File: src/rtl/sic_pkg.sv
package sic_pkg;

  // special function register byte addresses
  localparam logic [7:0] ADDR_IE1 = 8'h00;
  localparam logic [7:0] ADDR_IE2 = 8'h01;
  localparam logic [7:0] ADDR_IFG1 = 8'h02;
  localparam logic [7:0] ADDR_IFG2 = 8'h03;

  // first enable register fields
  localparam int IE_WDT = 0;
  localparam int IE_OSC = 1;
  localparam int IE_PIN = 4;
  localparam int IE_ACCV = 5;
  localparam logic [7:0] IE1_MASK = 8'h33;
  localparam logic [7:0] IE1_PUC_VAL = 8'h00;

  // first flag register fields
  localparam int IFG_WDT = 0;
  localparam int IFG_OSC = 1;
  localparam int IFG_POR = 2;
  localparam int IFG_RST = 3;
  localparam int IFG_PIN = 4;
  localparam logic [7:0] IFG1_MASK = 8'h1F;
  localparam logic [7:0] IFG1_POR_VAL = 8'h06;

  // vector words and their priorities
  localparam logic [15:0] VEC_RESET = 16'hFFFE;
  localparam logic [15:0] VEC_NMI = 16'hFFFC;
  localparam logic [15:0] VEC_COMP = 16'hFFF6;
  localparam logic [15:0] VEC_WDT = 16'hFFF4;
  localparam logic [15:0] VEC_TMR_ZERO = 16'hFFF2;
  localparam logic [15:0] VEC_TMR_OTHER = 16'hFFF0;
  localparam logic [15:0] VEC_PORT_TWO = 16'hFFE6;
  localparam logic [15:0] VEC_PORT_ONE = 16'hFFE4;
  localparam logic [15:0] VEC_NONE = 16'h0000;
  localparam logic [4:0] PRI_RESET = 5'h1F;
  localparam logic [4:0] PRI_NMI = 5'h1E;
  localparam logic [4:0] PRI_COMP = 5'h1B;
  localparam logic [4:0] PRI_WDT = 5'h1A;
  localparam logic [4:0] PRI_TMR_ZERO = 5'h19;
  localparam logic [4:0] PRI_TMR_OTHER = 5'h18;
  localparam logic [4:0] PRI_PORT_TWO = 5'h13;
  localparam logic [4:0] PRI_PORT_ONE = 5'h12;
  localparam logic [4:0] PRI_NONE = 5'h00;

  // special word values
  localparam logic [15:0] BLANK_WORD = 16'hFFFF;
  localparam logic [15:0] KEY_LOADER_OFF = 16'hAA55;
  localparam logic [15:0] KEY_ERASE_GUARD = 16'h0000;

  // fetch map; ram and code limits vary between parts
  localparam logic [15:0] PERIPH_TOP = 16'h01FF;
  localparam logic [15:0] RAM_BASE = 16'h0200;
  localparam logic [15:0] RAM_TOP = 16'h02FF;
  localparam logic [15:0] BOOT_BASE = 16'h0C00;
  localparam logic [15:0] INFO_TOP = 16'h10FF;
  localparam logic [15:0] CODE_BASE = 16'hE000;

  typedef enum logic [2:0] {
    SIC_ACTIVE = 3'h0,
    SIC_SLEEP0 = 3'h1,
    SIC_SLEEP1 = 3'h2,
    SIC_SLEEP2 = 3'h3,
    SIC_SLEEP3 = 3'h4,
    SIC_SLEEP4 = 3'h5
  } sic_mode_t;

endpackage : sic_pkg

File: src/rtl/sic_ctrl.sv
// How it works
// - active state plus five sleep levels; interrupts wake, return restores level.
// - active state keeps auxiliary, main and peripheral clocks running.
// - sleep level 0 halts cpu, stops main clock only.
// - level 1 as level 0, dc generator off unless used when active.
// - level 2 stops main and peripheral clocks, dc generator stays on.
// - level 3 leaves only auxiliary clock; dc generator off.
// - level 4 stops all clocks, dc generator and crystal oscillator.
// - vector words sit at the top; each holds a 16-bit handler address.
// - blank reset vector sends the device to sleep level 4 after reset.
// - power-up, pin, watchdog, key violation, bad fetch cause reset, priority 31.
// - fetch from peripheral area or unused range forces reset.
// - pin event, oscillator fault, access violation share vector, priority 30.
// - those sources are gated by own enable only, never global enable.
// - fixed maskable vectors and priorities for comparator, watchdog, timer, ports.
// - shared vectors take flags from the peripheral modules themselves.
// - loader key 0xAA55 disables loader; 0x0 blocks erase on bad password.
// - lowest vector words raise no interrupt.
// - unassigned register bits are not built.
// - plain reset values load on power-up clear, bracketed only on power-on.
// - enable register bits 0,1,4,5; read/write; cleared by power-up clear.
// - watchdog enable acts only in interval timer mode.
// - power-on, pin reset and oscillator fault flags set by their events.
//
// The address-and-strobe port was chosen for this implementation.
`timescale 1ns/1ps
`default_nettype none

module sic_ctrl (
  // clock and power-on reset
  input wire logic i_core_clk,
  input wire logic i_arst_n,
  // register port
  input wire logic [7:0] i_reg_addr,
  input wire logic [7:0] i_reg_wdata,
  input wire logic i_reg_wr,
  input wire logic i_reg_rd,
  output logic [7:0] o_reg_rdata,
  // reset / non-maskable pin
  input wire logic i_rst_pin_n,
  input wire logic i_pin_nmi_mode,
  // cpu side
  input wire logic i_gie,
  input wire logic i_sleep_wr,
  input wire logic [2:0] i_sleep_level,
  input wire logic i_reti,
  input wire logic i_fetch_valid,
  input wire logic [15:0] i_fetch_addr,
  input wire logic [15:0] i_reset_vector,
  input wire logic [15:0] i_loader_key,
  // peripheral events and flags
  input wire logic i_wdt_expire,
  input wire logic i_wdt_interval_mode,
  input wire logic i_key_violation,
  input wire logic i_osc_fault,
  input wire logic i_access_violation_flag,
  input wire logic i_comparator_flag,
  input wire logic i_timer_zero_flag,
  input wire logic i_timer_other_flag,
  input wire logic i_port_two_flag,
  input wire logic i_port_one_flag,
  input wire logic i_dco_used_active,
  // interrupt request to cpu
  output logic o_irq_req,
  output logic [15:0] o_irq_vector,
  output logic [4:0] o_irq_priority,
  output logic o_power_up_clear,
  // operating mode and clock gating
  output logic [2:0] o_mode,
  output logic o_cpu_halt,
  output logic o_aux_clk_en,
  output logic o_main_clk_en,
  output logic o_periph_clk_en,
  output logic o_dc_gen_en,
  output logic o_xtal_en,
  // loader key decode
  output logic o_loader_disabled,
  output logic o_erase_guard
);

  // pin synchroniser and filtered level
  logic pin_s1_ff;
  logic pin_s2_ff;
  logic pin_s3_ff;
  logic pin_lvl_ff;
  logic nxt_pin_lvl;

  // control state
  logic puc_ff;
  logic [7:0] ie_ff;
  logic [7:0] ifg_ff;
  logic [7:0] nxt_ie;
  logic [7:0] nxt_ifg;
  sic_pkg::sic_mode_t mode_ff;
  sic_pkg::sic_mode_t saved_ff;
  sic_pkg::sic_mode_t nxt_mode;
  sic_pkg::sic_mode_t nxt_saved;

  // registered outputs
  logic [7:0] rdata_ff;
  logic irq_req_ff;
  logic [15:0] irq_vec_ff;
  logic [4:0] irq_pri_ff;
  logic halt_ff;
  logic aux_ff;
  logic main_ff;
  logic periph_ff;
  logic dc_ff;
  logic xtal_ff;
  logic loader_off_ff;
  logic erase_guard_ff;

  // pin decode: a change counts once stages two and three agree
  wire pin_stable = (pin_s2_ff == pin_s3_ff);
  assign nxt_pin_lvl = pin_stable ? pin_s3_ff : pin_lvl_ff;
  wire pin_fall = pin_stable & ~pin_s3_ff & pin_lvl_ff;
  wire pin_rst = ~pin_lvl_ff & ~i_pin_nmi_mode;
  wire pin_nmi_evt = pin_fall & i_pin_nmi_mode;

  // fetch outside ram, boot/info and code space
  // limits fit the largest part; smaller parts leave more of the map unused
  wire fetch_periph = (i_fetch_addr <= sic_pkg::PERIPH_TOP);
  wire fetch_ram = (i_fetch_addr >= sic_pkg::RAM_BASE) &
                   (i_fetch_addr <= sic_pkg::RAM_TOP);
  wire fetch_boot = (i_fetch_addr >= sic_pkg::BOOT_BASE) &
                    (i_fetch_addr <= sic_pkg::INFO_TOP);
  wire fetch_code = (i_fetch_addr >= sic_pkg::CODE_BASE);
  wire fetch_bad = i_fetch_valid &
                   (fetch_periph | ~(fetch_ram | fetch_boot | fetch_code));

  // reset-mode watchdog expiry resets; interval expiry only flags
  wire wdt_rst = i_wdt_expire & ~i_wdt_interval_mode;
  wire puc_src = pin_rst | wdt_rst | i_key_violation | fetch_bad;

  // register decode
  wire wr_ie = i_reg_wr & (i_reg_addr == sic_pkg::ADDR_IE1);
  wire wr_ifg = i_reg_wr & (i_reg_addr == sic_pkg::ADDR_IFG1);
  wire [7:0] rd_mux =
    (i_reg_addr == sic_pkg::ADDR_IE1) ? (ie_ff & sic_pkg::IE1_MASK) :
    (i_reg_addr == sic_pkg::ADDR_IFG1) ? (ifg_ff & sic_pkg::IFG1_MASK) :
    8'h00;

  // pending sources
  wire nmi_pend = (ifg_ff[sic_pkg::IFG_PIN] & ie_ff[sic_pkg::IE_PIN]) |
                  (ifg_ff[sic_pkg::IFG_OSC] & ie_ff[sic_pkg::IE_OSC]) |
                  (i_access_violation_flag & ie_ff[sic_pkg::IE_ACCV]);
  wire wdt_pend = ifg_ff[sic_pkg::IFG_WDT] & ie_ff[sic_pkg::IE_WDT] &
                  i_wdt_interval_mode & i_gie;
  // maskable sources, highest priority in the top bit; their flags live in
  // the peripherals, so a shared vector needs software to find the source
  localparam int NUM_MASKABLE = 5;
  localparam int SRC_COMP = 4;
  localparam int SRC_TMR_ZERO = 3;
  localparam int SRC_TMR_OTHER = 2;
  localparam int SRC_PORT_TWO = 1;
  localparam int SRC_PORT_ONE = 0;
  wire [NUM_MASKABLE-1:0] mask_flags = {i_comparator_flag, i_timer_zero_flag,
    i_timer_other_flag, i_port_two_flag, i_port_one_flag};
  logic [NUM_MASKABLE-1:0] mask_pend;
  for (genvar s = 0; s < NUM_MASKABLE; s++) begin : g_mask_src
    assign mask_pend[s] = mask_flags[s] & i_gie;
  end
  wire comp_pend = mask_pend[SRC_COMP];
  wire tmr0_pend = mask_pend[SRC_TMR_ZERO];
  wire tmr1_pend = mask_pend[SRC_TMR_OTHER];
  wire port2_pend = mask_pend[SRC_PORT_TWO];
  wire port1_pend = mask_pend[SRC_PORT_ONE];
  // words below the port vectors have no source at all
  wire any_pend = ~puc_ff & (nmi_pend | wdt_pend | comp_pend | tmr0_pend |
                  tmr1_pend | port2_pend | port1_pend);

  // fixed-priority selection, highest number first
  wire [15:0] sel_vec =
    nmi_pend ? sic_pkg::VEC_NMI :
    comp_pend ? sic_pkg::VEC_COMP :
    wdt_pend ? sic_pkg::VEC_WDT :
    tmr0_pend ? sic_pkg::VEC_TMR_ZERO :
    tmr1_pend ? sic_pkg::VEC_TMR_OTHER :
    port2_pend ? sic_pkg::VEC_PORT_TWO :
    port1_pend ? sic_pkg::VEC_PORT_ONE :
    sic_pkg::VEC_NONE;
  wire [4:0] sel_pri =
    nmi_pend ? sic_pkg::PRI_NMI :
    comp_pend ? sic_pkg::PRI_COMP :
    wdt_pend ? sic_pkg::PRI_WDT :
    tmr0_pend ? sic_pkg::PRI_TMR_ZERO :
    tmr1_pend ? sic_pkg::PRI_TMR_OTHER :
    port2_pend ? sic_pkg::PRI_PORT_TWO :
    port1_pend ? sic_pkg::PRI_PORT_ONE :
    sic_pkg::PRI_NONE;

  // wake needs a request the cpu would take; a masked flag leaves it asleep
  wire wake = any_pend & (mode_ff != sic_pkg::SIC_ACTIVE);
  wire level_ok = (i_sleep_level <= 3'(sic_pkg::SIC_SLEEP4));

  // clock gating decoded from the current mode
  wire is_act = (mode_ff == sic_pkg::SIC_ACTIVE);
  wire is_l0 = (mode_ff == sic_pkg::SIC_SLEEP0);
  wire is_l1 = (mode_ff == sic_pkg::SIC_SLEEP1);
  wire is_l2 = (mode_ff == sic_pkg::SIC_SLEEP2);
  wire is_l4 = (mode_ff == sic_pkg::SIC_SLEEP4);
  wire nxt_main = is_act;
  wire nxt_periph = is_act | is_l0 | is_l1;
  wire nxt_aux = ~is_l4;
  wire nxt_dc = is_act | is_l0 | (is_l1 & i_dco_used_active) | is_l2;
  wire nxt_xtal = ~is_l4;

  // mode sequencing
  // one saved slot: a wake needs a sleeping mode, so nothing nests
  always_comb begin
    nxt_mode = mode_ff;
    nxt_saved = saved_ff;
    if (puc_ff) begin
      nxt_saved = sic_pkg::SIC_ACTIVE;
      if (i_reset_vector == sic_pkg::BLANK_WORD) begin
        nxt_mode = sic_pkg::SIC_SLEEP4;
      end else begin
        nxt_mode = sic_pkg::SIC_ACTIVE;
      end
    end else if (wake) begin
      nxt_saved = mode_ff;
      nxt_mode = sic_pkg::SIC_ACTIVE;
    end else if (i_reti) begin
      nxt_mode = saved_ff;
      nxt_saved = sic_pkg::SIC_ACTIVE;
    end else if (i_sleep_wr && level_ok) begin
      nxt_mode = sic_pkg::sic_mode_t'(i_sleep_level);
    end
  end

  // enable register: write, then power-up clear
  always_comb begin
    nxt_ie = ie_ff;
    if (wr_ie) begin
      nxt_ie = i_reg_wdata & sic_pkg::IE1_MASK;
    end
    if (puc_ff) begin
      nxt_ie = sic_pkg::IE1_PUC_VAL;
    end
  end

  // flag register: hardware set wins over software clear
  always_comb begin
    nxt_ifg = ifg_ff;
    if (wr_ifg) begin
      nxt_ifg = i_reg_wdata & sic_pkg::IFG1_MASK;
    end
    if (puc_ff) begin
      nxt_ifg[sic_pkg::IFG_OSC] = 1'b1;
      nxt_ifg[sic_pkg::IFG_PIN] = 1'b0;
    end
    if (pin_rst) begin
      nxt_ifg[sic_pkg::IFG_WDT] = 1'b0;
      nxt_ifg[sic_pkg::IFG_RST] = 1'b1;
    end
    if (i_wdt_expire | i_key_violation) begin
      nxt_ifg[sic_pkg::IFG_WDT] = 1'b1;
    end
    if (i_osc_fault) begin
      nxt_ifg[sic_pkg::IFG_OSC] = 1'b1;
    end
    if (pin_nmi_evt) begin
      nxt_ifg[sic_pkg::IFG_PIN] = 1'b1;
    end
  end

  // pin synchroniser; idle level is high
  always_ff @(posedge i_core_clk or negedge i_arst_n) begin
    if (!i_arst_n) begin
      pin_s1_ff <= 1'b1;
      pin_s2_ff <= 1'b1;
      pin_s3_ff <= 1'b1;
      pin_lvl_ff <= 1'b1;
    end else begin
      pin_s1_ff <= i_rst_pin_n;
      pin_s2_ff <= pin_s1_ff;
      pin_s3_ff <= pin_s2_ff;
      pin_lvl_ff <= nxt_pin_lvl;
    end
  end

  // power-on reset forces one power-up clear cycle after release
  always_ff @(posedge i_core_clk or negedge i_arst_n) begin
    if (!i_arst_n) begin
      puc_ff <= 1'b1;
      mode_ff <= sic_pkg::SIC_ACTIVE;
      saved_ff <= sic_pkg::SIC_ACTIVE;
    end else begin
      puc_ff <= puc_src;
      mode_ff <= nxt_mode;
      saved_ff <= nxt_saved;
    end
  end

  // one flop per bit that has a purpose; the rest are tied low, not built
  for (genvar b = 0; b < 8; b++) begin : g_sfr_bit
    if (sic_pkg::IE1_MASK[b]) begin : g_ie_bit
      always_ff @(posedge i_core_clk or negedge i_arst_n) begin
        if (!i_arst_n) begin
          ie_ff[b] <= sic_pkg::IE1_PUC_VAL[b];
        end else begin
          ie_ff[b] <= nxt_ie[b];
        end
      end
    end else begin : g_ie_none
      assign ie_ff[b] = 1'b0;
    end
    if (sic_pkg::IFG1_MASK[b]) begin : g_ifg_bit
      // power-on value here; the power-up clear is handled in nxt_ifg
      always_ff @(posedge i_core_clk or negedge i_arst_n) begin
        if (!i_arst_n) begin
          ifg_ff[b] <= sic_pkg::IFG1_POR_VAL[b];
        end else begin
          ifg_ff[b] <= nxt_ifg[b];
        end
      end
    end else begin : g_ifg_none
      assign ifg_ff[b] = 1'b0;
    end
  end

  // request and read data registers
  always_ff @(posedge i_core_clk or negedge i_arst_n) begin
    if (!i_arst_n) begin
      rdata_ff <= 8'h00;
      irq_req_ff <= 1'b0;
      irq_vec_ff <= sic_pkg::VEC_NONE;
      irq_pri_ff <= sic_pkg::PRI_NONE;
    end else begin
      rdata_ff <= i_reg_rd ? rd_mux : 8'h00;
      irq_req_ff <= any_pend;
      irq_vec_ff <= any_pend ? sel_vec : sic_pkg::VEC_NONE;
      irq_pri_ff <= any_pend ? sel_pri : sic_pkg::PRI_NONE;
    end
  end

  // clock gating and key decode registers; one cycle behind the mode and the loader key
  always_ff @(posedge i_core_clk or negedge i_arst_n) begin
    if (!i_arst_n) begin
      halt_ff <= 1'b0;
      aux_ff <= 1'b1;
      main_ff <= 1'b1;
      periph_ff <= 1'b1;
      dc_ff <= 1'b1;
      xtal_ff <= 1'b1;
      loader_off_ff <= 1'b0;
      erase_guard_ff <= 1'b0;
    end else begin
      halt_ff <= ~is_act;
      aux_ff <= nxt_aux;
      main_ff <= nxt_main;
      periph_ff <= nxt_periph;
      dc_ff <= nxt_dc;
      xtal_ff <= nxt_xtal;
      loader_off_ff <= (i_loader_key == sic_pkg::KEY_LOADER_OFF);
      erase_guard_ff <= (i_loader_key == sic_pkg::KEY_ERASE_GUARD);
    end
  end

  assign o_reg_rdata = rdata_ff;
  assign o_irq_req = irq_req_ff;
  assign o_irq_vector = irq_vec_ff;
  assign o_irq_priority = irq_pri_ff;
  assign o_power_up_clear = puc_ff;
  assign o_mode = mode_ff;
  assign o_cpu_halt = halt_ff;
  assign o_aux_clk_en = aux_ff;
  assign o_main_clk_en = main_ff;
  assign o_periph_clk_en = periph_ff;
  assign o_dc_gen_en = dc_ff;
  assign o_xtal_en = xtal_ff;
  assign o_loader_disabled = loader_off_ff;
  assign o_erase_guard = erase_guard_ff;

endmodule : sic_ctrl

`default_nettype wire

File: config.mk
export PLATFORM = sky130hd
export DESIGN_NAME = sic_ctrl
export DESIGN_NICKNAME = d
export VERILOG_FILES = /design/src/rtl/sic_pkg.sv /design/src/rtl/sic_ctrl.sv
export SDC_FILE = /design/constraint.sdc
export NUM_CORES = 1
export LEC_CHECK = 0
export ABC_CLOCK_PERIOD_IN_PS = 2050
export BUFFER_PORTS_ARGS = -buffer_cell sky130_fd_sc_hd__buf_2
export CELL_PAD_IN_SITES_DETAIL_PLACEMENT = 0
export CELL_PAD_IN_SITES_GLOBAL_PLACEMENT = 1
export CORE_MARGIN = 3
export CORE_UTILIZATION = 25
export DETAILED_ROUTE_END_ITERATION = 6
export PLACE_DENSITY = 0.78
export SYNTH_ARGS = -nofsm -noshare
export SYNTH_HDL_FRONTEND = slang
export SYNTH_SLANG_ARGS = --single-unit
File: constraint.sdc
create_clock -name i_core_clk -period 2.05 [get_ports i_core_clk]
set_clock_uncertainty 0.05 [all_clocks]
set_input_delay 0.1025 -clock i_core_clk [delete_from_list [all_inputs] [get_ports i_core_clk]]
set_output_delay 0.1025 -clock i_core_clk [all_outputs]
set_load 0.01 [all_outputs]
## Yosys cells after proc, flatten, opt, wreduce, memory -nomap -nowiden

Index checks and enable logic that the tools add are counted.

| word-level totals | value |
|---|---|
| register bits | 55 |
| bits of input ports | 88 |
| output and inout port bits | 42 |

| operators by class | value |
|---|---|
| $lt $le $gt $ge | 7 |
| equality and inequality tests | 8 |
| muxes and demuxes | 37 |
| bitwise logic cells | 51 |
| reductions and logical operators | 12 |

Operator list:

| operator | count |
|---|---|
| two-way mux 16 bit | 8 |
| two-way mux 5 bit | 10 |
| equality test 16 bit, second input constant | 2 |
| AND 1 bit | 24 |
| two-way mux 3 bit | 8 |
| two-way mux 6 bit | 4 |
| bitwise OR 1 bit | 19 |
| >= comparator 16 x 10 -> 1 bit, second input constant | 1 |
| >= comparator 16 x 12 -> 1 bit, second input constant | 1 |
| >= comparator 16 bit, second input constant | 1 |
| less-or-equal comparator 16 x 10 -> 1 bit, second input constant | 1 |
| less-or-equal comparator 16 x 13 -> 1 bit, second input constant | 1 |
| less-or-equal comparator 16 x 9 -> 1 bit, second input constant | 1 |
| zero test 16 bit | 1 |
| nonzero test 3 bit | 5 |
| equality test 8 x 2 -> 1 bit, second input constant | 1 |
| zero test 8 bit | 1 |
| inverter 1 bit | 8 |
| two-way mux 1 bit | 7 |
| equality test 3 x 2 -> 1 bit, second input constant | 2 |
| nonzero test 2 bit | 2 |
| nonzero test 4 bit | 1 |
| equality test 3 x 1 -> 1 bit, second input constant | 1 |
| equality test 3 bit, second input constant | 1 |
| 4 further kinds | 4 |

## Depth between registers and ports, before layout

Gate-level depths: netlist of the first run.

| depth | value |
|---|---|
| word-level depth | 13 |
| depth in mapped cells | 6 |

## Least setup slack after synthesis of the first run

Ideal clock, no wire load.

| path | value |
|---|---|
| path kind | register to register |
| start point | reg ie_ff[4] |
| end point | reg mode_ff[0] (netlist: o_mode[0]) |
| library setup time | 0.132 ns |
| arrival time | 1.766 ns |
| required time | 1.868 ns |
| slack | 0.102 ns |
| cell stages (with the launch flop) | 6 |
| path buffers | 0 |
| period minus slack after synthesis | 1.948 ns |
| cells stage by stage | dfrtp_1 -> a222oi_1 -> nand2_2 -> a2111oi_4 -> nand2_2 -> a2bb2oi_1 |

| on the way | value |
|---|---|
| cells in the longest elaborated chain, start to end | 13 |
| elaborated cells on any way between the ends | 14 |
| classes of those cells | mux (2); bitwise (11); reduce/logical (1) |

Ends and longest elaborated chain:

| item | line | text |
|---|---|---|
| start, declared | sic_ctrl.sv:90 | `logic [7:0] ie_ff;` |
| start signal, assigned by index | sic_ctrl.sv:300 | `ie_ff[b] <= sic_pkg::IE1_PUC_VAL[b];` |
| start signal, assigned by index | sic_ctrl.sv:302 | `ie_ff[b] <= nxt_ie[b];` |
| AND 1 bit (*) | sic_ctrl.sv:144 | `wire nmi_pend = (ifg_ff[sic_pkg::IFG_PIN] & ie_ff[sic_pkg::IE_PIN]) \|` |
| bitwise OR 1 bit (*) | sic_ctrl.sv:144 |  |
| bitwise OR 1 bit (*) | sic_ctrl.sv:145 | `(ifg_ff[sic_pkg::IFG_OSC] & ie_ff[sic_pkg::IE_OSC]) \|` |
| bitwise OR 1 bit (*) (4 in series) | sic_ctrl.sv:169 | `wire any_pend = ~puc_ff & (nmi_pend \| wdt_pend \| comp_pend \| tmr0_pend \|` |
| bitwise OR 1 bit (*) (2 in series) | sic_ctrl.sv:170 | `tmr1_pend \| port2_pend \| port1_pend);` |
| AND 1 bit (*) | sic_ctrl.sv:169 |  |
| AND 1 bit (*) | sic_ctrl.sv:193 | `wire wake = any_pend & (mode_ff != sic_pkg::SIC_ACTIVE);` |
| two-way mux 3 bit | sic_ctrl.sv:220 | `end else if (wake) begin` |
| two-way mux 3 bit | sic_ctrl.sv:213 | `if (puc_ff) begin` |
| end signal, assigned | sic_ctrl.sv:286 | `mode_ff <= sic_pkg::SIC_ACTIVE;` |
| end signal, assigned | sic_ctrl.sv:290 | `mode_ff <= nxt_mode;` |
| end, declared | sic_ctrl.sv:94 | `sic_pkg::sic_mode_t mode_ff;` |

Every way passes the cells marked *; elsewhere a longest branch is shown, timed or not.
A chain may end at the register's enable or synchronous reset.

## Final worst setup path of the first run

Ends and elaborated chain as after synthesis.

==> key figures, run 1 <==
Outcome
  • Status: completed

STA
  • Post-layout min period: 1.892 ns
  • Max Slew Vio Count: 0
  • Fmax: 0.5286 GHz
  • Max-Slew Margin vs Limit: 42.29%
  • RSZ-0062 raised after global routing: no
  • Fin. Hold Viols: 0
  • Slew @ Worst Pin: 0.8656 ns
  • Tcrit/Tclk final: 92.29%
  • Final Setup Violations: 0
  • Setup TNS: 0 ns

Placement
  • DP HPWL: 3859 µm
  • Area after DPL: 2457 µm²
  • Routability Congestion: 0.8115
  • Number of port buffers: 116

Worst hold path
  • Hold Startpoint: i_reg_wdata[1]
  • Hold path cells: 3
  • Min-delay worst type: input pin to flop
  • Hold Path End: ifg_ff[1]$_DFFE_PN1P_

CTS
  • Clock slew at reported path FFs: 0.07 ns
  • Cts repair resizes: 0
  • Clock buffer depth: 2
  • Skew-Pair Late Insertion Delay: 0.28 ns
  • CTS root buffer: clkbuf_8
  • CTS sink count: 39
  • CTS Buf Count: 5
  • Post-CTS Setup Inserts: 0
  • CTS tree: built
  • H-tree depth: 2
  • CTS Hold Buffers Added: 9

Routing
  • Routed wire length: 4770 µm
  • DRT antenna net count: 0
  • Via density: 4.430
  • Via count: 1710
  • Residual DRC count: 0
  • Drt pass-1 iters: 4
  • Initial drt markers: 47
  • Drt wl/cell: 12.36 µm

Critical path
  • WS Path Type: flop to flop
  • Crit-path most repeated cell: nand2_2
  • Req. time, crit path: 2.15 ns
  • R2r setup slk: 0.16 ns
  • Reg2Reg Capture Point: o_mode[0]$_DFFE_PN0P_
  • Crit path buffers/inverters: 1
  • Critical path, cell by cell: a222oi_1, buf_4, nand2_2, a2111oi_4, nand2_2, a2bb2oi_1
  • Crit path max-delay cell type: a2111oi_4
  • CP top delay family: compound AO/OA/AOI/OAI gates
  • Worst setup SP type: flop
  • R2R depth: 6
  • Slowest Stage Delay on Critical Path: 0.41 ns
  • CP max FO: 6
  • Setup crit end kind: flop
  • Reg-to-reg startpoint: ie_ff[4]$_DFFE_PN0P_
  • Critical Path AT: 1.99 ns

Die
  • Die area: 8572 µm²
  • Initial Util: 26.70%
  • Die extent in x: 92.59 µm
  • IO Pins: 130
  • Row Count: 30
  • Die Y: 92.59 µm
  • Core area: 7019 µm²

Power and ir drop
  • Clock group share of total power: 37.1%
  • LEAKAGE: 1.391 nW
  • Gate power share: 13.5%
  • Sequential cell fraction of total power: 49.3%
  • Pwr per Cell Area: 620.9 nW/µm²
  • VDD IR-drop max: 280.2 µV
  • Power Internal: 0.001274 W
  • Psw: 0.0003735 W
  • Switching Share: 22.67%

Yosys
  • Syn Area/Cell: 10.83 µm²
  • Yosys Warn Count: 0
  • Post-synth EDFFs: 0
  • Syn Std Cell Area: 1874 µm²
  • Async SR Flop Fraction: 100.0%
  • Yosys top cell area share: 37.38%
  • Synth top area cells: dfrtp_1, dfstp_2, buf_4
  • Seq cells post-synth: 39
  • Gate Count Post-Synth: 173
  • Post-synthesis sequential area ratio: 52.80%
  • Area leader, netlist: dfrtp_1
  • Unique masters post-synth: 43
  • Predominant post-synthesis flop cell: dfrtp_1

GRT
  • Busiest grt layer: met2
  • Number of global-route vias before repair: 1694
  • GRT Total Usage: 11.20%
  • Largest net degree at the start of global routing: 40
  • Initial antenna violation count: 0
  • M3 GR Usage: 2.600%
  • GRT met1 Usage: 12.93%
  • First-pass GRT wire length: 7686 µm
  • Met2 GRT Util: 19.94%
  • Grt ovf: 0

Finish
  • Diode count: 0
  • Nets: 378
  • Final instance area: 2654 µm²
  • Fillcell total: 723
  • Share of cells above drive strength 1: 49.31%
  • Area growth syn-to-layout: 41.59%

Run
  • Max Cap Viol: 0
==> kinds of logic (layout without fill, tap and decap cells) <==
| logic type | Yosys count | after routing | share of synthesized area (%) |
|---|---|---|---|
| and+or+nand+nor | 63 | 63 | 17.56 |
| buffers and inverters | 27 | 142 | 9.279 |
| adders and majority gates | 1 | 1 | 0.6675 |
| DFF | 39 | 39 | 52.80 |
| muxes | 12 | 12 | 6.475 |
| AOI/OAI and AO/OA | 30 | 30 | 13.02 |
| other | 1 | 3 | 0.2001 |
==> how the worst max path moves through the flow <==
stage | startpoint | endpoint | slack [ns] | depth (start not counted)
finish | ie_ff[4]$_DFFE_PN0P_ | o_mode[0]$_DFFE_PN0P_ | 0.16 | 6
global route | ie_ff[4]$_DFFE_PN0P_ | o_mode[0]$_DFFE_PN0P_ | 0.04 | 6
CTS | ie_ff[4]$_DFFE_PN0P_ | o_mode[0]$_DFFE_PN0P_ | 0.13 | 6
detailed placement | ie_ff[4]$_DFFE_PN0P_ | o_mode[0]$_DFFE_PN0P_ | 0.15 | 6
global placement | ie_ff[4]$_DFFE_PN0P_ | o_mode[0]$_DFFE_PN0P_ | 0.17 | 6
floorplan | ie_ff[4]$_DFFE_PN0P_ | o_mode[0]$_DFFE_PN0P_ | 0.10 | 5
==> state kept, by name, summed over array words and instances, names as in the netlist <==
register / flops
o_main_clk_en: 1
o_aux_clk_en: 1
o_irq_vector: 1
pin_s3_ff: 1
o_cpu_halt: 1
o_reg_rdata: 6
pin_lvl_ff: 1
pin_s2_ff: 1
ie_ff: 4
pin_s1_ff: 1
o_irq_priority: 4
ifg_ff: 5
o_loader_disabled: 1
o_power_up_clear: 1
saved_ff: 3
o_dc_gen_en: 1
o_periph_clk_en: 1
o_irq_req: 1
o_mode: 3
o_erase_guard: 1
==> worst register-to-register path, delay by kind of cell (launching register included) <==
family / cells / cell delay, ns
AO/OA/AOI/OAI: 3 / 0.93
buffers and inverters: 1 / 0.21
flip-flops: 1 / 0.40
AND/OR/NAND/NOR: 2 / 0.18
==> placed cells by master (no fill, tap or decap), types with 2 or more instances in the layout <==
cell type / n
o21ai_0: 7
dfrtp_1: 28
mux2i_1: 11
nor2_1: 16
dfstp_2: 11
nor3b_1: 2
conb_1: 3
or3_1: 2
o22ai_1: 2
nand2_1: 11
a22o_1: 3
dlygate4sd3_1: 9
clkbuf_1: 2
nand2_2: 2
and2_1: 2
a31oi_1: 3
nor3_1: 4
a2bb2oi_1: 2
a21oi_1: 2
clkbuf_8: 5
buf_4: 4
nand3_1: 4
nor4_1: 5
nand3b_1: 2
nand4_1: 7
inv_1: 5
buf_2: 116
and3_1: 2
==> synth_stat cells, drive strengths merged (2+ instances only) <==
library cell and number:
inv 5, nand2 13, buf 20, a21oi 2
a2bb2oi 2, nor3b 2, and3 2, nand3 4
a31oi 3, and2 2, o21ai 7, nand3b 2
nor2 16, nor3 4, dfrtp 28, clkbuf 2
mux2i 11, nand4 7, or3 2, nor4 6
o22ai 2, a22o 3, dfstp 11
==> power groups by stage <==
stage / Combinational (W) / Sequential, W / Clock [W]
floorplan: 0.0000845 / 0.000833 / 0
global placement: 0.000210 / 0.000827 / 0
detailed placement: 0.000214 / 0.000828 / 0
CTS: 0.000228 / 0.000813 / 0.000641
global route: 0.000250 / 0.000817 / 0.000672
finish: 0.000223 / 0.000813 / 0.000612
==> per-stage QoR <==
stage | instances | worst slack (ns) | power (W) | util, % | hold slack [ns]
floorplan | 175 | 0.1020 | 0.0009178 | - | -0.2431
global route | 386 | 0.03679 | 0.001739 | 37.81 | 0.02670
global placement | 369 | 0.1722 | 0.001037 | 35.01 | 0.1597
CTS | 386 | 0.1336 | 0.001682 | 37.81 | 0.004248
finish | 386 | 0.1581 | 0.001648 | 37.81 | 0.01364
detailed placement | 369 | 0.1478 | 0.001042 | 35.01 | 0.1586
==> final cells by class <==
cell class,instances,area (µm²),share of cell area [%]
flip-flops and latches,39,989.7,37.29
multi-input cells,109,718.2,27.06
repair buffers,129,700.7,26.40
well taps,96,120.1,4.526
clock buffers,7,76.32,2.876
clock inverters,1,30.03,1.132
inverters,5,18.77,0.7072
==> layer usage <==
layer | vias up | wire length (µm)
li1 | 842 | -
met1 | 775 | 1909
met2 | 87 | 2392
met3 | 6 | 381
met4 | 0 | 85
met5 | - | 0
Power figures use the tool's default switching activity.
==> run 2: changes to the inputs <==
RECOVER_POWER = 50   (was default)
==> key figures, run 2 (synthesized netlist as in run 1, its figures left out) <==
Outcome
  • Status: completed (unchanged)

CTS
  • CTS Buf Count: 5 (unchanged)
  • Cts repair resizes: 0 (unchanged)
  • CTS sink count: 39 (unchanged)
  • CTS root buffer: clkbuf_8 (unchanged)
  • Clock slew at reported path FFs: 0.07 ns (about the same)
  • H-tree depth: 2 (unchanged)
  • Skew-Pair Late Insertion Delay: 0.28 ns (about the same)
  • CTS tree: built (unchanged)
  • Clock buffer depth: 2 (unchanged)

Routing
  • Routed wire length: 4812 µm (was 4770 µm)
  • Via count: 1701 (was 1710)
  • Drt pass-1 iters: 4 (unchanged)
  • Via density: 4.407 (was 4.430)
  • Drt wl/cell: 12.47 µm (was 12.36 µm)
  • Initial drt markers: 46 (was 47)
  • Residual DRC count: 0 (unchanged)
  • DRT antenna net count: 0 (unchanged)

Critical path
  • R2r setup slk: 0.16 ns (about the same)
  • Critical Path AT: 1.99 ns (about the same)
  • Req. time, crit path: 2.15 ns (about the same)
  • Setup crit end kind: flop (unchanged)
  • Worst setup SP type: flop (unchanged)
  • CP max FO: 6 (unchanged)
  • Reg-to-reg startpoint: ie_ff[4]$_DFFE_PN0P_ (unchanged)
  • Worst Setup SP: ie_ff[4]$_DFFE_PN0P_ (unchanged)
  • WS Path Type: flop to flop (unchanged)
  • R2R depth: 6 (unchanged)

STA
  • Tcrit/Tclk final: 92.20% (was 92.29%)
  • Fin. Hold Viols: 0 (unchanged)
  • RSZ-0062 raised after global routing: no (unchanged)
  • Post-layout min period: 1.890 ns (was 1.892 ns)
  • Max-Slew Margin vs Limit: 35.77% (was 42.29%)
  • Fmax: 0.5291 GHz (was 0.5286 GHz)
  • Max Slew Vio Count: 0 (unchanged)
  • Final Setup Violations: 0 (unchanged)
  • Setup TNS: 0 ns (unchanged)
  • Slew @ Worst Pin: 0.9634 ns (was 0.8656 ns)

Die
  • Die extent in x: 92.59 µm (unchanged)
  • Core area: 7019 µm² (unchanged)
  • Die Y: 92.59 µm (unchanged)
  • Row Count: 30 (unchanged)
  • Die area: 8572 µm² (unchanged)
  • IO Pins: 130 (unchanged)
  • Initial Util: 26.70% (unchanged)

Power and ir drop
  • Clock group share of total power: 37.3% (was 37.1%)
  • VDD IR-drop max: 283.8 µV (was 280.2 µV)
  • Gate power share: 13.2% (was 13.5%)
  • Sequential cell fraction of total power: 49.5% (was 49.3%)
  • LEAKAGE: 1.239 nW (was 1.391 nW)
  • Power Internal: 0.001267 W (was 0.001274 W)
  • Psw: 0.0003745 W (was 0.0003735 W)
  • Switching Share: 22.82% (was 22.67%)
  • Pwr per Cell Area: 630.6 nW/µm² (was 620.9 nW/µm²)

GRT
  • GRT Total Usage: 11.20% (unchanged)
  • Grt ovf: 0 (unchanged)
  • Largest net degree at the start of global routing: 40 (unchanged)
  • Number of global-route vias before repair: 1694 (unchanged)
  • Initial antenna violation count: 0 (unchanged)
  • First-pass GRT wire length: 7686 µm (unchanged)

Run
  • Max Cap Viol: 0 (unchanged)

Finish
  • Most common cell after layout, fill and taps aside: buf_2 (unchanged)
  • Fillcell total: 750 (was 723)
  • Commonest non-fill, non-tap cells in the layout: buf_2, clkbuf_1, dfrtp_1, nor2_1 (was buf_2, dfrtp_1, nor2_1)
  • Final instance area: 2603 µm² (was 2654 µm²)
  • Multi-input logic area: 718.2 µm² (unchanged)
  • Diode count: 0 (unchanged)
  • Nets: 378 (unchanged)
  • Area growth syn-to-layout: 38.85% (was 41.59%)
  • Share of cells above drive strength 1: 35.17% (was 49.31%)
  • Max FFs per register: 6 (unchanged)
  • Register Area: 989.7 µm² (unchanged)

Worst hold path
  • Min-delay worst type: input pin to flop (unchanged)
  • Hold Startpoint: i_reg_wdata[1] (unchanged)
  • Hold path cells: 3 (unchanged)

Placement
  • Number of port buffers: 116 (unchanged)
  • Routability Congestion: 0.8115 (unchanged)
  • Area after DPL: 2457 µm² (unchanged)
  • DP HPWL: 3859 µm (unchanged)
==> run 2: through the flow <==
| step | setup slack, ns | hold slack, ns | utilization, % | cells | total power [W] |
|---|---|---|---|---|---|
| detailed placement | 0.1478 | 0.1586 | 35.01 | 369 | 0.001042 |
| floorplan | 0.1020 | -0.2431 | - | 175 | 0.0009178 |
| CTS | 0.1336 | 0.004248 | 37.81 | 386 | 0.001682 |
| global placement | 0.1722 | 0.1597 | 35.01 | 369 | 0.001037 |
| finish | 0.1600 | 0.01369 | 37.08 | 386 | 0.001641 |
| global route | 0.03686 | 0.02670 | 37.08 | 386 | 0.001732 |
==> run 2: what timing repair did <==
item,CTS,global route
buffers inserted,0,0
hold buffers,9,0
hold endpoints to repair,34,0
==> run 2: area by class of cell <==
cell class	instances	share of cell area (%)
Clock buffer	7	2.933
Tap cell	96	4.615
Multi-Input combinational cell	109	27.60
Timing Repair Buffer	129	24.95
Sequential cell	39	38.03
Inverter	5	0.7212
Clock inverter	1	1.154
==> run 2: metal layers <==
layer	GRT usage [%]	part of all wire (%)
met2	19.94	50
met4	4.332	1.8
met3	2.600	9.0
met1	12.93	40
met5	0	0
==> run 2: worst paths after layout <==
kind / endpoint
worst max-delay path: o_mode[0]$_DFFE_PN0P_
worst min-delay path: ifg_ff[1]$_DFFE_PN1P_
worst max register to register: o_mode[0]$_DFFE_PN0P_
worst min register to register: pin_s2_ff$_DFF_PN1_
max in group asynchronous: o_cpu_halt$_DFF_PN0_
min in group asynchronous: ie_ff[1]$_DFFE_PN0P_
==> run 2: critical path: stages, from the launching register on <==
cell,delay (ns)
dfrtp_1,0.40
a222oi_1,0.37
buf_4,0.21
nand2_2,0.09
a2111oi_4,0.41
nand2_2,0.09
a2bb2oi_1,0.14
==> run 2: power by group through the flow <==
stage	clock, W	sequential, W	combinational [W]
6_report	0.000611	0.000812	0.000217
5_1_grt	0.000672	0.000816	0.000244
4_1_cts	0.000641	0.000813	0.000228
3_5_place_dp	0	0.000828	0.000214
3_3_place_gp	0	0.000827	0.000210
2_1_floorplan	0	0.000833	0.0000845
==> run 3: changes to the inputs <==
RECOVER_POWER = 25   (was 50)
REMOVE_ABC_BUFFERS = 1   (was default)
==> key figures, run 3 (synthesized netlist as in run 1, its figures left out) <==
Critical path
  • Reg-to-reg startpoint: ie_ff[4]$_DFFE_PN0P_ (unchanged)
  • Slowest Stage Delay on Critical Path: 0.58 ns (was 0.41 ns)
  • Worst setup SP type: input pin (was flop)
  • CP top delay family: buffers and inverters (was compound AO/OA/AOI/OAI gates)
  • Setup crit end kind: flop (unchanged)
  • CP max FO: 2 (was 6)
  • Worst Setup SP: i_loader_key[15] (was ie_ff[4]$_DFFE_PN0P_)
  • Req. time, crit path: 2.22 ns (was 2.15 ns)
  • Critical Path AT: 2.14 ns (was 1.99 ns)
  • Crit path buffers/inverters: 4 (was 1)
  • Critical path, cell by cell: dlygate4sd3_1, clkbuf_1, nor4_1, dlygate4sd3_1, nand2_1, dlygate4sd3_1, nor2_1 (was a222oi_1, buf_4, nand2_2, a2111oi_4, nand2_2, a2bb2oi_1)
  • Crit path max-delay cell type: dlygate4sd3_1 (was a2111oi_4)
  • Crit-path most repeated cell: dlygate4sd3_1 (was nand2_2)
  • WS Path Type: input pin to flop (was flop to flop)

GRT
  • GRT Total Usage: 11.47% (was 11.20%)
  • Grt ovf: 0 (unchanged)
  • Number of global-route vias before repair: 1677 (was 1694)
  • Initial antenna violation count: 0 (unchanged)
  • First-pass GRT wire length: 7672 µm (was 7686 µm)
  • Largest net degree at the start of global routing: 40 (unchanged)

Placement
  • Number of port buffers: 116 (unchanged)
  • Placed Cells: 371 (was 369)
  • Routability Congestion: 0.7213 (was 0.8115)
  • DP HPWL: 3883 µm (was 3859 µm)

STA
  • Slew @ Worst Pin: 0.9592 ns (was 0.9634 ns)
  • Fmax: 0.5080 GHz (was 0.5291 GHz)
  • Tcrit/Tclk final: 96.03% (was 92.20%)
  • Setup TNS: 0 ns (unchanged)
  • Max Slew Vio Count: 0 (unchanged)
  • Post-layout min period: 1.969 ns (was 1.890 ns)
  • Final Setup Violations: 0 (unchanged)
  • RSZ-0062 raised after global routing: no (unchanged)
  • Max-Slew Margin vs Limit: 36.05% (was 35.77%)
  • Min Hold Slack: 0.002308 ns (was 0.01369 ns)
  • Fin. Hold Viols: 0 (unchanged)

Die
  • Core area: 7019 µm² (unchanged)
  • Initial Util: 26.70% (unchanged)
  • Die extent in x: 92.59 µm (unchanged)
  • Die area: 8572 µm² (unchanged)
  • IO Pins: 130 (unchanged)
  • Die Y: 92.59 µm (unchanged)
  • Row Count: 30 (unchanged)

CTS
  • Clock slew at reported path FFs: 0.08 ns (was 0.07 ns)
  • H-tree depth: 2 (unchanged)
  • Clock buffer depth: 2 (unchanged)
  • CTS tree: built (unchanged)
  • CTS sink count: 39 (unchanged)
  • Skew-Pair Late Insertion Delay: 0.29 ns (was 0.28 ns)
  • CTS root buffer: clkbuf_8 (unchanged)
  • Post-CTS Setup Inserts: 0 (unchanged)
  • CTS Buf Count: 5 (unchanged)
  • Cts repair resizes: 0 (unchanged)
  • CTS Hold Buffers Added: 13 (was 9)

Finish
  • Nets: 384 (was 378)
  • Area growth syn-to-layout: 43.39% (was 38.85%)
  • Most common cell after layout, fill and taps aside: buf_2 (unchanged)
  • Final core utilization: 38.29% (was 37.08%)
  • Post-route insts no fill: 392 (was 386)
  • Max FFs per register: 6 (unchanged)
  • Diode count: 0 (unchanged)
  • Fillcell total: 728 (was 750)
  • Share of cells above drive strength 1: 42.91% (was 35.17%)
  • Commonest non-fill, non-tap cells in the layout: buf_2, dfrtp_1, clkbuf_1, nor2_1, dlygate4sd3_1 (was buf_2, clkbuf_1, dfrtp_1, nor2_1)

Routing
  • Via density: 4.462 (was 4.407)
  • Drt pass-1 iters: 4 (unchanged)
  • Residual DRC count: 0 (unchanged)
  • Drt wl/cell: 12.38 µm (was 12.47 µm)
  • Initial drt markers: 74 (was 46)
  • Via count: 1749 (was 1701)
  • DRT antenna net count: 0 (unchanged)
  • Routed wire length: 4851 µm (was 4812 µm)

Power and ir drop
  • VDD IR-drop max: 290.8 µV (was 283.8 µV)
  • LEAKAGE: 1.339 nW (was 1.239 nW)
  • Pwr per Cell Area: 620.7 nW/µm² (was 630.6 nW/µm²)

Worst hold path
  • Hold Startpoint: i_dco_used_active (was i_reg_wdata[1])
  • Min-delay worst type: input pin to flop (unchanged)

Outcome
  • Status: completed (unchanged)

Run
  • Max Cap Viol: 0 (unchanged)
run 3: routing by layer:
metal	GRT usage, %	vias to the layer above	part of all wire (%)
li1	-	854	-
met1	13.06	793	39
met2	19.82	95	48
met3	3.493	7	11
met4	4.827	0	1.6
met5	0	-	0
run 3: cell type report:
class	count	area, µm²	share of cell area, %
clock buffer	5	68.82	2.561
clock inverter	3	43.79	1.629
inverter	5	18.77	0.6983
multi-input combinational	109	718.2	26.72
sequential	39	989.7	36.82
tap	96	120.1	4.469
timing repair buffer	135	728.2	27.09
run 3: path summary, 6_finish.rpt:
kind,slack (ns),end,depth (start not counted)
min in group asynchronous,0.46,o_reg_rdata[0]$_DFF_PN0_,2
hold reg to reg,0.31,pin_s2_ff$_DFF_PN1_,0
setup / recovery,0.08,o_erase_guard$_DFF_PN0_,7
max in group asynchronous,0.90,o_reg_rdata[1]$_DFF_PN0_,2
hold / removal,0.002,o_dc_gen_en$_DFF_PN1_,3
setup reg to reg,0.13,o_mode[0]$_DFFE_PN0P_,5
run 3: through the flow:
step | power [W] | setup WS, ns | area (µm²)
after CTS | 0.001701 | 0.08722 | 2715
after floorplan | 0.0008946 | 0.1020 | 1727
final | 0.001668 | 0.08136 | 2688
after detailed placement | 0.001042 | 0.1091 | 2472
after global routing | 0.001767 | 0.02044 | 2688
after global placement | 0.001037 | 0.2013 | 2472
run 3: worst min-delay path, stage by stage:
cell and delay [ns]:
buf_2 0.08, nor3b_1 0.04, nor2_1 0.09
run 3: power breakdown:
group / switching (W) / leakage (nW) / internal [W]
clock: 0.000266 / 0.0581 / 0.000362
combinational: 0.000115 / 0.787 / 0.000114
sequential: 0.0000124 / 0.495 / 0.000798
total: 0.000394 / 1.34 / 0.00127
